===== src/hw/brake_pkg.sv =====
package brake_pkg;
   // ==================================================
   // Timing
   // ==================================================
   localparam int CLK_HZ          = 100_000_000; // System clock rate
   localparam int TICK_MS         = 1;           // Delay resolution, ms
   localparam int TICK_CYCLES     = CLK_HZ / 1000 * TICK_MS; // Cycles per ms
   // ==================================================
   // Delay settings
   // ==================================================
   localparam int DELAY_W         = 14;          // Holds 0..10000
   localparam int DELAY_MAX_MS    = 10000;       // Largest legal setting
   localparam logic [13:0] RELEASE_DELAY_RST = 14'h0000; // Reset value
   localparam logic [13:0] OFF_DELAY_RST     = 14'h0000; // Reset value
   // ==================================================
   // Output routing
   // ==================================================
   localparam int OUT_CHANNELS    = 8;           // General outputs
   localparam int SEL_W           = 3;           // Channel select width
   localparam logic [2:0] BRAKE_SEL_RST = 3'h3;  // Default channel three
   // Sequencer states
   typedef enum logic [2:0] {
      ST_OFF, ST_WAIT_RELEASE, ST_RUN, ST_WAIT_OFF
   } seq_state_t;
endpackage


===== src/hw/ms_tick_if.sv =====
`timescale 1ns/1ns
// Millisecond tick carried from divider to sequencer
interface ms_tick_if;
   logic tick;   // One-cycle pulse each ms
   logic clear;  // Restart the divider phase
   modport src (input clear, output tick);
   modport dst (input tick, output clear);
endinterface


===== src/hw/ms_divider.sv =====
`timescale 1ns/1ns
// ==================================================
// Millisecond enable divider
// ==================================================
module ms_divider
   import brake_pkg::*;
#(
   parameter int CYCLES = TICK_CYCLES
) (
   // Clock and reset
   input wire logic sys_clk,
   input wire logic rstn,
   // Tick out
   ms_tick_if.src   tk
);
   localparam int CW = $clog2(CYCLES);
   logic [CW-1:0] count;       // Cycles since last tick
   logic [CW-1:0] next_count;
   logic          next_tick;

   initial begin
      if (CYCLES < 2) $error("CYCLES must be at least 2");
   end

   // Count cycles, pulse on wrap; clear restarts a whole ms
   always_comb begin
      next_tick  = 1'b0;
      next_count = count + CW'(1);
      if (tk.clear) begin
         next_count = '0;
      end else if (count == CW'(CYCLES - 1)) begin
         next_count = '0;
         next_tick  = 1'b1;
      end
   end

   always_ff @(posedge sys_clk) begin
      if (!rstn) begin
         count   <= '0;
         tk.tick <= 1'b0;
      end else begin
         count   <= next_count;
         tk.tick <= next_tick;
      end
   end
endmodule


===== src/hw/brake_release_sequencer.sv =====
`timescale 1ns/1ns
// Contract
// - Brake on chosen output, default channel three
// - Release brake after programmable delay, default zero
// - Never release before or with servo-ON
// - On withdrawal engage brake, delay actual off
// - Accept delay settings only in servo-OFF
module brake_release_sequencer
   import brake_pkg::*;
#(
   parameter int TICK_CYC = TICK_CYCLES
) (
   // Clock and reset
   input  wire logic                  sys_clk,
   input  wire logic                  rstn,
   // Host command (pin, synchronised here)
   input  wire logic                  servo_on_command,
   // Settings
   input  wire logic                  cfg_write,
   input  wire logic [DELAY_W-1:0]    cfg_release_delay,
   input  wire logic [DELAY_W-1:0]    cfg_off_delay,
   input  wire logic [SEL_W-1:0]      cfg_brake_sel,
   // Status and drive
   output logic                       servo_energised,
   output logic                       cfg_accepted,
   output logic [OUT_CHANNELS-1:0]    brake_control_output
);
   import brake_pkg::*;

   // ==================================================
   // Elaboration checks
   // ==================================================
   initial begin
      if (TICK_CYC < 2) $error("TICK_CYC must be at least 2");
   end

   // ==================================================
   // Input synchroniser
   // ==================================================
   logic cmd_meta;   // First stage, read only by second
   logic cmd_sync;   // Safe command level

   always_ff @(posedge sys_clk) begin
      if (!rstn) begin
         cmd_meta <= 1'b0;
         cmd_sync <= 1'b0;
      end else begin
         cmd_meta <= servo_on_command;
         cmd_sync <= cmd_meta;
      end
   end

   // ==================================================
   // Millisecond tick
   // ==================================================
   ms_tick_if tk ();

   ms_divider #(.CYCLES(TICK_CYC)) u_div (
      .sys_clk (sys_clk),
      .rstn    (rstn),
      .tk      (tk)
   );

   // ==================================================
   // Settings
   // ==================================================
   logic [DELAY_W-1:0] release_delay;  // Held release delay, ms
   logic [DELAY_W-1:0] off_delay;      // Held servo-off delay, ms
   logic [SEL_W-1:0]   brake_sel;      // Output channel for brake
   logic [DELAY_W-1:0] next_release_delay;
   logic [DELAY_W-1:0] next_off_delay;
   logic [SEL_W-1:0]   next_brake_sel;
   logic               next_cfg_accepted;
   logic               in_off;         // Sequencer idle in servo-OFF

   // Clamp out-of-range settings to the largest legal value
   function automatic logic [DELAY_W-1:0] clamp_ms(
      input logic [DELAY_W-1:0] v
   );
      if (v > DELAY_W'(DELAY_MAX_MS))
         return DELAY_W'(DELAY_MAX_MS);
      return v;
   endfunction

   // Writes outside servo-OFF are dropped, not queued
   always_comb begin
      next_release_delay = release_delay;
      next_off_delay     = off_delay;
      next_brake_sel     = brake_sel;
      next_cfg_accepted  = 1'b0;
      if (cfg_write && in_off) begin
         next_release_delay = clamp_ms(cfg_release_delay);
         next_off_delay     = clamp_ms(cfg_off_delay);
         next_brake_sel     = cfg_brake_sel;
         next_cfg_accepted  = 1'b1;
      end
   end

   always_ff @(posedge sys_clk) begin
      if (!rstn) begin
         release_delay <= RELEASE_DELAY_RST;
         off_delay     <= OFF_DELAY_RST;
         brake_sel     <= BRAKE_SEL_RST;
         cfg_accepted  <= 1'b0;
      end else begin
         release_delay <= next_release_delay;
         off_delay     <= next_off_delay;
         brake_sel     <= next_brake_sel;
         cfg_accepted  <= next_cfg_accepted;
      end
   end

   // ==================================================
   // Sequencer
   // ==================================================
   seq_state_t         state;          // Present sequence step
   seq_state_t         next_state;
   logic [DELAY_W-1:0] ms_left;        // Remaining ms of current delay
   logic [DELAY_W-1:0] next_ms_left;
   logic               next_energised;
   logic               brake_release;  // Brake released level
   logic               next_release;

   assign in_off = (state == ST_OFF);

   // Energise first; brake released only from ST_RUN onward
   always_comb begin
      next_state     = state;
      next_ms_left   = ms_left;
      next_energised = servo_energised;
      next_release   = 1'b0;
      tk.clear       = 1'b0;
      unique case (state)
         ST_OFF: begin
            next_energised = 1'b0;
            if (cmd_sync) begin
               // Energise now; release waits at least one cycle
               next_energised = 1'b1;
               next_ms_left   = release_delay;
               next_state     = ST_WAIT_RELEASE;
               tk.clear       = 1'b1;
            end
         end
         ST_WAIT_RELEASE: begin
            if (!cmd_sync) begin
               // Abandon countdown, brake never released
               next_ms_left = off_delay;
               next_state   = ST_WAIT_OFF;
               tk.clear     = 1'b1;
            end else if (ms_left == '0) begin
               next_release = 1'b1;
               next_state   = ST_RUN;
            end else if (tk.tick) begin
               next_ms_left = ms_left - DELAY_W'(1);
            end
         end
         ST_RUN: begin
            next_release = 1'b1;
            if (!cmd_sync) begin
               // Brake engages in the same step as withdrawal
               next_release = 1'b0;
               next_ms_left = off_delay;
               next_state   = ST_WAIT_OFF;
               tk.clear     = 1'b1;
            end
         end
         ST_WAIT_OFF: begin
            // Motor held energised while brake takes hold
            if (ms_left == '0) begin
               next_energised = 1'b0;
               next_state     = ST_OFF;
            end else if (tk.tick) begin
               next_ms_left = ms_left - DELAY_W'(1);
            end
         end
         default: begin
            next_state     = ST_OFF;
            next_energised = 1'b0;
         end
      endcase
   end

   always_ff @(posedge sys_clk) begin
      if (!rstn) begin
         state           <= ST_OFF;
         ms_left         <= '0;
         servo_energised <= 1'b0;
         brake_release   <= 1'b0;
      end else begin
         state           <= next_state;
         ms_left         <= next_ms_left;
         servo_energised <= next_energised;
         brake_release   <= next_release;
      end
   end

   // ==================================================
   // Output routing
   // ==================================================
   // A one-cycle lag behind brake_release keeps outputs flop-driven
   logic [OUT_CHANNELS-1:0] next_outputs;

   always_comb begin
      next_outputs = '0;
      for (int i = 0; i < OUT_CHANNELS; i++) begin
         next_outputs[i] = brake_release &&
                           (brake_sel == SEL_W'(i));
      end
   end

   always_ff @(posedge sys_clk) begin
      if (!rstn) begin
         brake_control_output <= '0;
      end else begin
         brake_control_output <= next_outputs;
      end
   end
endmodule


===== config.mk =====
export PLATFORM = sky130hd
export DESIGN_NAME = brake_release_sequencer
export DESIGN_NICKNAME = d
export VERILOG_FILES = /design/src/hw/brake_pkg.sv /design/src/hw/ms_tick_if.sv /design/src/hw/ms_divider.sv /design/src/hw/brake_release_sequencer.sv
export SDC_FILE = /design/constraint.sdc
export NUM_CORES = 1
export LEC_CHECK = 0
export BUFFER_PORTS_ARGS = -buffer_cell sky130_fd_sc_hd__buf_2
export CAP_MARGIN = 30
export CORE_MARGIN = 3
export CORE_UTILIZATION = 55
export DETAILED_ROUTE_END_ITERATION = 6
export GPL_TIMING_DRIVEN = 0
export PLACE_DENSITY = 0.82
export RECOVER_POWER = 100
export SYNTH_ARGS = -nofsm -noshare
export SYNTH_HDL_FRONTEND = slang
export SYNTH_SLANG_ARGS = --single-unit

===== constraint.sdc =====
create_clock -name sys_clk -period 3.01 [get_ports sys_clk]
set_clock_uncertainty 0.05 [all_clocks]
set_input_delay 0.602 -clock sys_clk [delete_from_list [all_inputs] [get_ports sys_clk]]
set_output_delay 0.602 -clock sys_clk [all_outputs]
set_load 0.01 [all_outputs]

==> impl_metrics.ini, run 1 <==
[outcome]
run_status = finished, final reports clean

[synth]
syn_avg_cell_area_sq_um = 8.63
syn_inst = 444
yosys_warnings = 0
syn_area_sq_um = 3830
synth_fp_nets = 487
ys_seq_area_frac = 0.408
yosys.area.top_type = dfxtp_1
synthFlopType = dfxtp_1
netlist_top_cells_area = dfxtp_1 (41%), nor2_1 (4.6%), nand2_1 (3.6%)
synth_edf_count = 0
synthArstFlopShare = 0
ys_seq_elements = 78
yosysTopAreaCellShare = 0.408
ys_types = 64

[die]
die_h_um = 89.4
die-area_sq_um = 8000
pin_count = 45
rows = 29
initial_utilization = 0.586
die_x_um = 89.4
core_sq_um = 6530

[pwr]
total_power_mw = 3.68
p_comb_frac = 0.399
power_frac_seq = 0.366
cell_internal_pwr_mw = 2.18
p_leak_nw = 1.58
switching_share = 0.406
cellPowerDensity_nw_per_um2 = 850
switchingPower_mw = 1.50
irDropWorstVdd_mv = 0.560
clockPowerShare = 0.235

[placed_design]
hpwl_um = 7640
place_congestion = 0.958
port_buffers = 44
place_area_sq_um = 4150

[grt]
grt_pass1_vias = 3405
track_usage = 0.267
antenna_found_initial = 0
grt_max_degree = 14
grt-ovfl-total = 0
grt_pass1_wl_um = 16300

[timing]
period_minus_slack_ps = 2700
worst_slew_pin_slew_ps = 937
hold_ws_ps = 401
finalCritPeriodShare = 0.896
max_slew_margin = 0.371
tns_ps = 0
setup_violations = 0
slew_violations = 0
fmax_ghz = 0.371
rsz0062_at_grt = false
final_hold_viol_count = 0

[worst_setup_path]
worstPathArrival_ps = 2860
path_class = register to register
cp-start-kind = register
worstPathMaxFanout = 10
crit_required_ps = 3170
end_kind = register

[clock_tree]
cts_tree = built
postCtsHoldBufs = 0
htreeDepth = 3
cts.sinks = 78
post_cts.repair.setup_buffers = 0
clk_latency_ps = 360
numCtsBuffers = 9
cts-root-buf = clkbuf_8
cts_buffer_depth = 2
path_clk_slew_ps = 70
cts_resized = 0

[final_layout]
drive_gt1_frac = 0.143
utilization = 0.663
multi_input_area_sq_um = 2100
stdcell_area_sq_um = 4330
seqCellArea_sq_um = 1560
nNetsFinal = 542
final_cell_mix = dfxtp_1 (78), nor2_1 (47), nand2_1 (37)
area_growth_pct = 13.1
num_antenna_cells = 0
layout_commonest_cell = dfxtp_1
n_fill_cell = 553

[drt]
firstDrtPassIters = 6
post_drt_wl_per_cell_um = 17.5
drt_iter0_drc = 286
via_count = 3628
final_antenna_net_count = 0
drc_errors = 0
via_per_inst = 6.26
wl_um = 10100

[flow_run]
maxCapViolations = 0

[hold_path]
min_path_type = register to register
metrics by stage:
| step | setup slack (ps) | std cells |
|---|---|---|
| 2_1_floorplan | 927 | 444 |
| 3_5_place_dp | 457 | 565 |
| 4_1_cts | 445 | 580 |
| 6_report | 313 | 580 |
| 5_1_grt | 144 | 580 |
| 3_3_place_gp | 498 | 565 |
sequential cells by signal, indices dropped and copies added (netlist names):
signal	cells
u_div.tk.tick	1
cmd_sync	1
brake_control_output	8
cmd_meta	1
release_delay	14
state	2
u_div.count	17
brake_sel	3
servo_energised	1
ms_left	14
off_delay	14
brake_release	1
cfg_accepted	1
cell families after synthesis:
| kind of cell | Yosys count | synth area share |
|---|---|---|
| AO/OA/AOI/OAI | 111 | 0.213 |
| XOR/XNOR | 17 | 0.0389 |
| adder cells (fa/ha/maj) | 8 | 0.0261 |
| buffers and inverters | 35 | 0.0395 |
| flip-flops | 78 | 0.408 |
| multiplexers | 10 | 0.0261 |
| AND/OR/NAND/NOR | 185 | 0.248 |
worst max-delay path, stage by stage (launching register included):
cell and delay (ps):
dfxtp_1 430, inv_1 100, ha_1 200, clkbuf_1 250
o41ai_1 660, clkbuf_1 440, nor3_1 160, a21oi_1 170
o22ai_1 90
Yosys cell counts (all sizes together), types with 2 or more instances:
cell type  count
and4           2
o21ai         24
xnor2          8
or4            3
nor2          47
nand4          6
nor4          10
a22o           7
inv            8
dfxtp         78
nor2b          2
and2           3
a21oi         26
a31oi          5
nor3          26
nand3         23
nand3b         5
a221oi         6
ha             8
buf            7
o22ai          9
xor2           9
o41a           2
nand2         37
o311a          3
a32o           5
mux2i         10
nand2b        12
o221a          7
o41ai          3
or2            2
nor3b          2
clkbuf        19
power groups by stage:
stage               clock network, mW  logic, mW  registers, mW
floorplan                           0       1.14           1.32
global placement                    0       1.46           1.35
detailed placement                  0       1.48           1.36
CTS                             0.871       1.50           1.34
global route                    0.914       1.60           1.37
finish                          0.865       1.47           1.35
area by class of cell:
type | count | share of cell area
Buffer | 26 | 0.0266
Clock inverter | 5 | 0.0193
Inverter | 9 | 0.00780
Clock buffer | 10 | 0.0318
Sequential cell | 78 | 0.360
Multi-Input combinational cell | 331 | 0.484
Tap cell | 77 | 0.0222
Timing Repair Buffer | 44 | 0.0476
final timing paths:
kind,from,end,slack [ps],cells past startpoint
hold reg to reg,cmd_meta,cmd_sync,400,1
setup reg to reg,state[0],ms_left[3],310,8
setup / recovery,state[0],ms_left[3],310,8
hold / removal,cmd_meta,cmd_sync,400,1
metal layers:
metal | share of wire | GRT usage
met1 | 0.41 | 0.330
met2 | 0.48 | 0.443
met3 | 0.087 | 0.0747
met4 | 0.025 | 0.0988
met5 | 0 | 0
No activity file was read; power rests on OpenSTA's default activity.
==> inputs of run 2 (changes only) <==
- SLEW_MARGIN: unset -> 20
- clock period: 3.01 -> 3.44 ns (I/O delays scaled with it)
==> run 2 against run 1 <==
The run now ends with design-rule violations left. Non-clock buffer count is the same. Combinational power shrank 15%. Maximum frequency shrank 7.9%. Critical path depth shrank 1. Via count grew 0.69%. Sequential share of layout area grew 0.17 points. Clock-buffer cell count is the same. Largest cell class unchanged. Clock power shrank 13%.
==> impl_metrics.ini, run 2 (synthesis results as in run 1) <==
[drt]
via_per_inst = 6.30
final_antenna_net_count = 0
via_count = 3653
wl_um = 10200
firstDrtPassIters = 7
post_drt_wl_per_cell_um = 17.5
drt_iter0_drc = 301
drc_errors = 4

[clock_tree]
htreeDepth = 3
cts-root-buf = clkbuf_8
post_cts.repair.setup_buffers = 0
cts_resized = 0
cts_tree = built
path_clk_slew_ps = 70
clk_latency_ps = 360
numCtsBuffers = 9
cts_buffer_depth = 2
cts.sinks = 78
postCtsHoldBufs = 0

[timing]
max_slew_margin = 0.364
finalCritPeriodShare = 0.852
period_minus_slack_ps = 2930
rsz0062_at_grt = false
worst_slew_pin_slew_ps = 946
final_hold_viol_count = 0
fmax_ghz = 0.341
slew_violations = 0
tns_ps = 0
setup_violations = 0

[pwr]
irDropWorstVdd_mv = 0.492
p_leak_nw = 1.56
cell_internal_pwr_mw = 1.88
clockPowerShare = 0.237
p_comb_frac = 0.393
power_frac_seq = 0.370
cellPowerDensity_nw_per_um2 = 739
switching_share = 0.410
switchingPower_mw = 1.31

[grt]
antenna_found_initial = 0
track_usage = 0.267
grt_pass1_wl_um = 16300
grt_pass1_vias = 3405
grt_max_degree = 14
grt-ovfl-total = 0

[final_layout]
num_antenna_cells = 0
nNetsFinal = 542
layout_commonest_cell = dfxtp_1
utilization = 0.660
top_register = u_div.count
n_fill_cell = 557
area_growth_pct = 12.6
largest_reg_flops = 17
final_cell_mix = dfxtp_1 (78), nor2_1 (47), nand2_1 (37)
drive_gt1_frac = 0.135

[die]
pin_count = 45
rows = 29
initial_utilization = 0.586
die_h_um = 89.4
core_sq_um = 6530
die_x_um = 89.4
die-area_sq_um = 8000

[worst_setup_path]
crit_required_ps = 3600
worstPathMaxFanout = 10
cp-start-kind = register
worstPathArrival_ps = 3090
path_class = register to register
end_kind = register

[outcome]
run_status = complete, but fails checks
violations = design-rule violations

[flow_run]
maxCapViolations = 0

[placed_design]
place_congestion = 0.958
hpwl_um = 7640
port_buffers = 44

[hold_path]
min_path_type = register to register
[run 2: cell types whose count changed in the layout (fill, tap and decap cells not counted)]
cell / delta
buf_2: -1
o21ai_0: +1
buf_6: -2
clkbuf_1: +3
o21ai_2: -1
[run 2: path summary, 6_finish.rpt]
path	startpoint	endpoint	slack [ps]	cells past startpoint
setup / recovery	ms_left[8]	ms_left[2]	510	7
hold / removal	cmd_meta	cmd_sync	400	1
setup reg to reg	ms_left[8]	ms_left[2]	510	7
hold reg to reg	cmd_meta	cmd_sync	400	1
[run 2: per-layer routing]
layer,global-route usage,vias to the layer above,wire length (um)
met1,0.330,1683,4170
li1,-,1750,-
met4,0.0988,0,180
met5,0,-,0
met3,0.0747,18,939
met2,0.443,202,4870
[run 2: cell type report]
class	instances	area [sq um]	share of cell area
clock inverter	5	83.8	0.0194
clock buffer	10	138	0.0319
sequential	78	1560	0.362
timing repair buffer	44	206	0.0479
multi-input combinational	331	2090	0.486
tap	77	96.3	0.0223
buffer	26	98.8	0.0229
inverter	9	33.8	0.00783
[run 2: power groups by stage]
stage	Combinational, mW	Clock [mW]	Sequential, mW
6_report	1.25	0.755	1.18
4_1_cts	1.31	0.762	1.17
3_5_place_dp	1.30	0	1.19
2_1_floorplan	0.997	0	1.15
5_1_grt	1.37	0.800	1.19
3_3_place_gp	1.28	0	1.19
[run 2: critical path, cell delays in order (launching register included)]
cell,delay (ps)
dfxtp_1,300
clkbuf_1,180
or4_1,650
nor4_1,670
clkbuf_1,520
nor3_1,100
o21ai_0,240
a21oi_2,80
[run 2: per-stage QoR]
stage               power, mW  setup WS, ps  hold WS, ps  instances  cell area (sq um)
CTS                      3.24           875          405        580               4370
finish                   3.19           510          401        580               4310
floorplan                2.15          1360          362        444               3830
detailed placement       2.49           887          385        565               4150
global route             3.36           403          432        580               4310
global placement         2.47           928          371        565               4150
==> inputs of run 3 (changes only) <==
- ABC_AREA: unset -> 1
==> run 3 against run 2 <==
The run now ends clean. Clock power fell by 6.1%. Setup slack improved by 490 ps. Cell count rose by 29%. Routed wire length fell by 1.3%. Power rose by 14%. Die area rose by 4.7%. Critical path depth rose by 4. Sequential power barely moved. Global-route usage fell by 1.8 points. Synthesized cell count rose by 34%. Sequential share of layout area fell by 1.5 points. First-iteration DRC count rose by 2.7%. Critical endpoint is now ms_left[7]. Largest cell class unchanged.
==> impl_metrics.ini, run 3 <==
[drt]
via_count = 4076
post_drt_wl_per_cell_um = 13.3
drc_errors = 0
final_antenna_net_count = 0
drt_iter0_drc = 309
firstDrtPassIters = 5
via_per_inst = 5.43
wl_um = 10000

[die]
die_x_um = 91.5
die-area_sq_um = 8370
core_sq_um = 6940
pin_count = 45
die_h_um = 91.5
initial_utilization = 0.579
rows = 30

[timing]
rsz0062_at_grt = false
period_minus_slack_ps = 2440
setup_violations = 0
setup_ws_ps = 1000
finalCritPeriodShare = 0.709
hold_ws_ps = 372
max_slew_margin = 0.588
tns_ps = 0
fmax_ghz = 0.410
worst_slew_pin_slew_ps = 618
final_hold_viol_count = 0
slew_violations = 0

[placed_design]
dp.cells = 735
hpwl_um = 7480
port_buffers = 43
place_congestion = 0.957
place_worst_setup_slack_ps = 1340

[synth]
syn_area_sq_um = 4020
synth_commonest_cells = nand2_1 (144), dfxtp_1 (78), nor2_1 (71)
netlist_top_cells_area = dfxtp_1 (39%), nand2_1 (13%), nand3_1 (7.2%)
ys_types = 36
syn_inst = 596
synth_fp_nets = 639
yosys.area.top_type = dfxtp_1
synthArstFlopShare = 0
syn_avg_cell_area_sq_um = 6.75
ys_seq_elements = 78
synth_edf_count = 0
yosys_warnings = 0
synth_most_common_cell = nand2_1
synthFlopType = dfxtp_1
ys_seq_area_frac = 0.388
yosysTopAreaCellShare = 0.388

[final_layout]
drive_gt1_frac = 0.118
area_growth_pct = 11.9
final_cell_mix = nand2_1 (144), dfxtp_1 (78), nor2_1 (72)
num_antenna_cells = 0
multi_input_area_sq_um = 2040
top_register = u_div.count
seqCellArea_sq_um = 1560
nNetsFinal = 693
n_fill_cell = 634
largest_reg_flops = 17
layout_commonest_cell = nand2_1
final_cells = 751

[clock_tree]
post_cts.repair.setup_buffers = 0
path_clk_slew_ps = 80
cts-root-buf = clkbuf_8
numCtsBuffers = 9
clk_latency_ps = 360
cts.sinks = 78
postCtsHoldBufs = 0
cts_buffer_depth = 2
htreeDepth = 3
cts_tree = built
cts_resized = 0

[worst_setup_path]
cp-start-kind = register
worstPathArrival_ps = 2600
crit_path_frequent_cell = clkbuf_1
end_kind = register
worstPathMaxFanout = 10
rr_worst_depth = 11
critPathSlowestCell = clkbuf_1
path_class = register to register
worstPathCellList = inv_1 > ha_1 > clkbuf_1 > inv_4 > o21ai_0 > a41o_1 > buf_6 > clkbuf_1 > nor2_1 > nand2_1 > a21oi_1
max_stage_delay_ps = 430
crit_required_ps = 3610

[pwr]
total_power_mw = 3.62
cellPowerDensity_nw_per_um2 = 805
p_leak_nw = 1.94
irDropWorstVdd_mv = 0.469

[hold_path]
min_path_type = register to register
hold_depth = 2

[grt]
grt_pass1_wl_um = 17100
grt_pass1_vias = 3766
grt_max_degree = 15
track_usage = 0.249
antenna_found_initial = 0
grt-ovfl-total = 0

[outcome]
run_status = finished, final reports clean

[flow_run]
maxCapViolations = 0
## run 3: cell count changes in the layout (fill, tap and decap cells not counted), moves of 9 or more
cell      delta
a21oi_1     +33
inv_1       +55
mux2i_1     -10
nand2_1    +107
nand2b_1    -11
nand3_1     +35
nor2_1      +25
nor3_1      -10
o22ai_1      -9
## run 3: final cells by class
cell class                 instances  area share
clock inverter                     6      0.0153
tap                               96      0.0267
multi-input combinational        424       0.452
clock buffer                      10      0.0284
buffer                            25      0.0270
sequential                        78       0.347
timing repair buffer              43      0.0450
inverter                          69      0.0581
## run 3: kinds of logic (layout without fill, tap and decap cells)
group	Yosys count	after routing	share of synthesized area
simple gates	320	320	0.348
xor+xnor	4	4	0.00871
fa+ha+maj	8	8	0.0249
flops	78	78	0.388
compound gates	92	92	0.129
buf+inv	94	153	0.101
## run 3: power by group
group / internal [mW] / switching [mW]
Sequential: 1.05 / 0.125
Clock: 0.341 / 0.368
Combinational: 0.568 / 1.17
## run 3: stage by stage
step           cell area, sq um  utilization
2_1_floorplan              4020            -
3_3_place_gp               4360        0.627
3_5_place_dp               4360        0.627
4_1_cts                    4550        0.656
5_1_grt                    4500        0.648
6_report                   4500        0.648
## run 3: path summary, 6_finish.rpt
path                               start    endpoint  slack [ps]
worst max-delay path            state[0]  ms_left[7]        1000
worst min-delay path            cmd_meta    cmd_sync         370
worst max register to register  state[0]  ms_left[7]        1000
worst min register to register  cmd_meta    cmd_sync         370
## run 3: critical path, delay by kind of cell, from the launching register on
| family | cells | cell delay [ps] |
|---|---|---|
| simple gates | 2 | 180 |
| fa+ha+maj | 1 | 140 |
| flops | 1 | 360 |
| buf+inv | 5 | 1130 |
| compound gates | 3 | 420 |
## run 3: per-layer routing
layer  vias up  share of wire  track usage
met3        17          0.064       0.0514
li1       2051              -            -
met2       141           0.46        0.402
met5         -              0            0
met1      1867           0.46        0.338
met4         0          0.014       0.0616
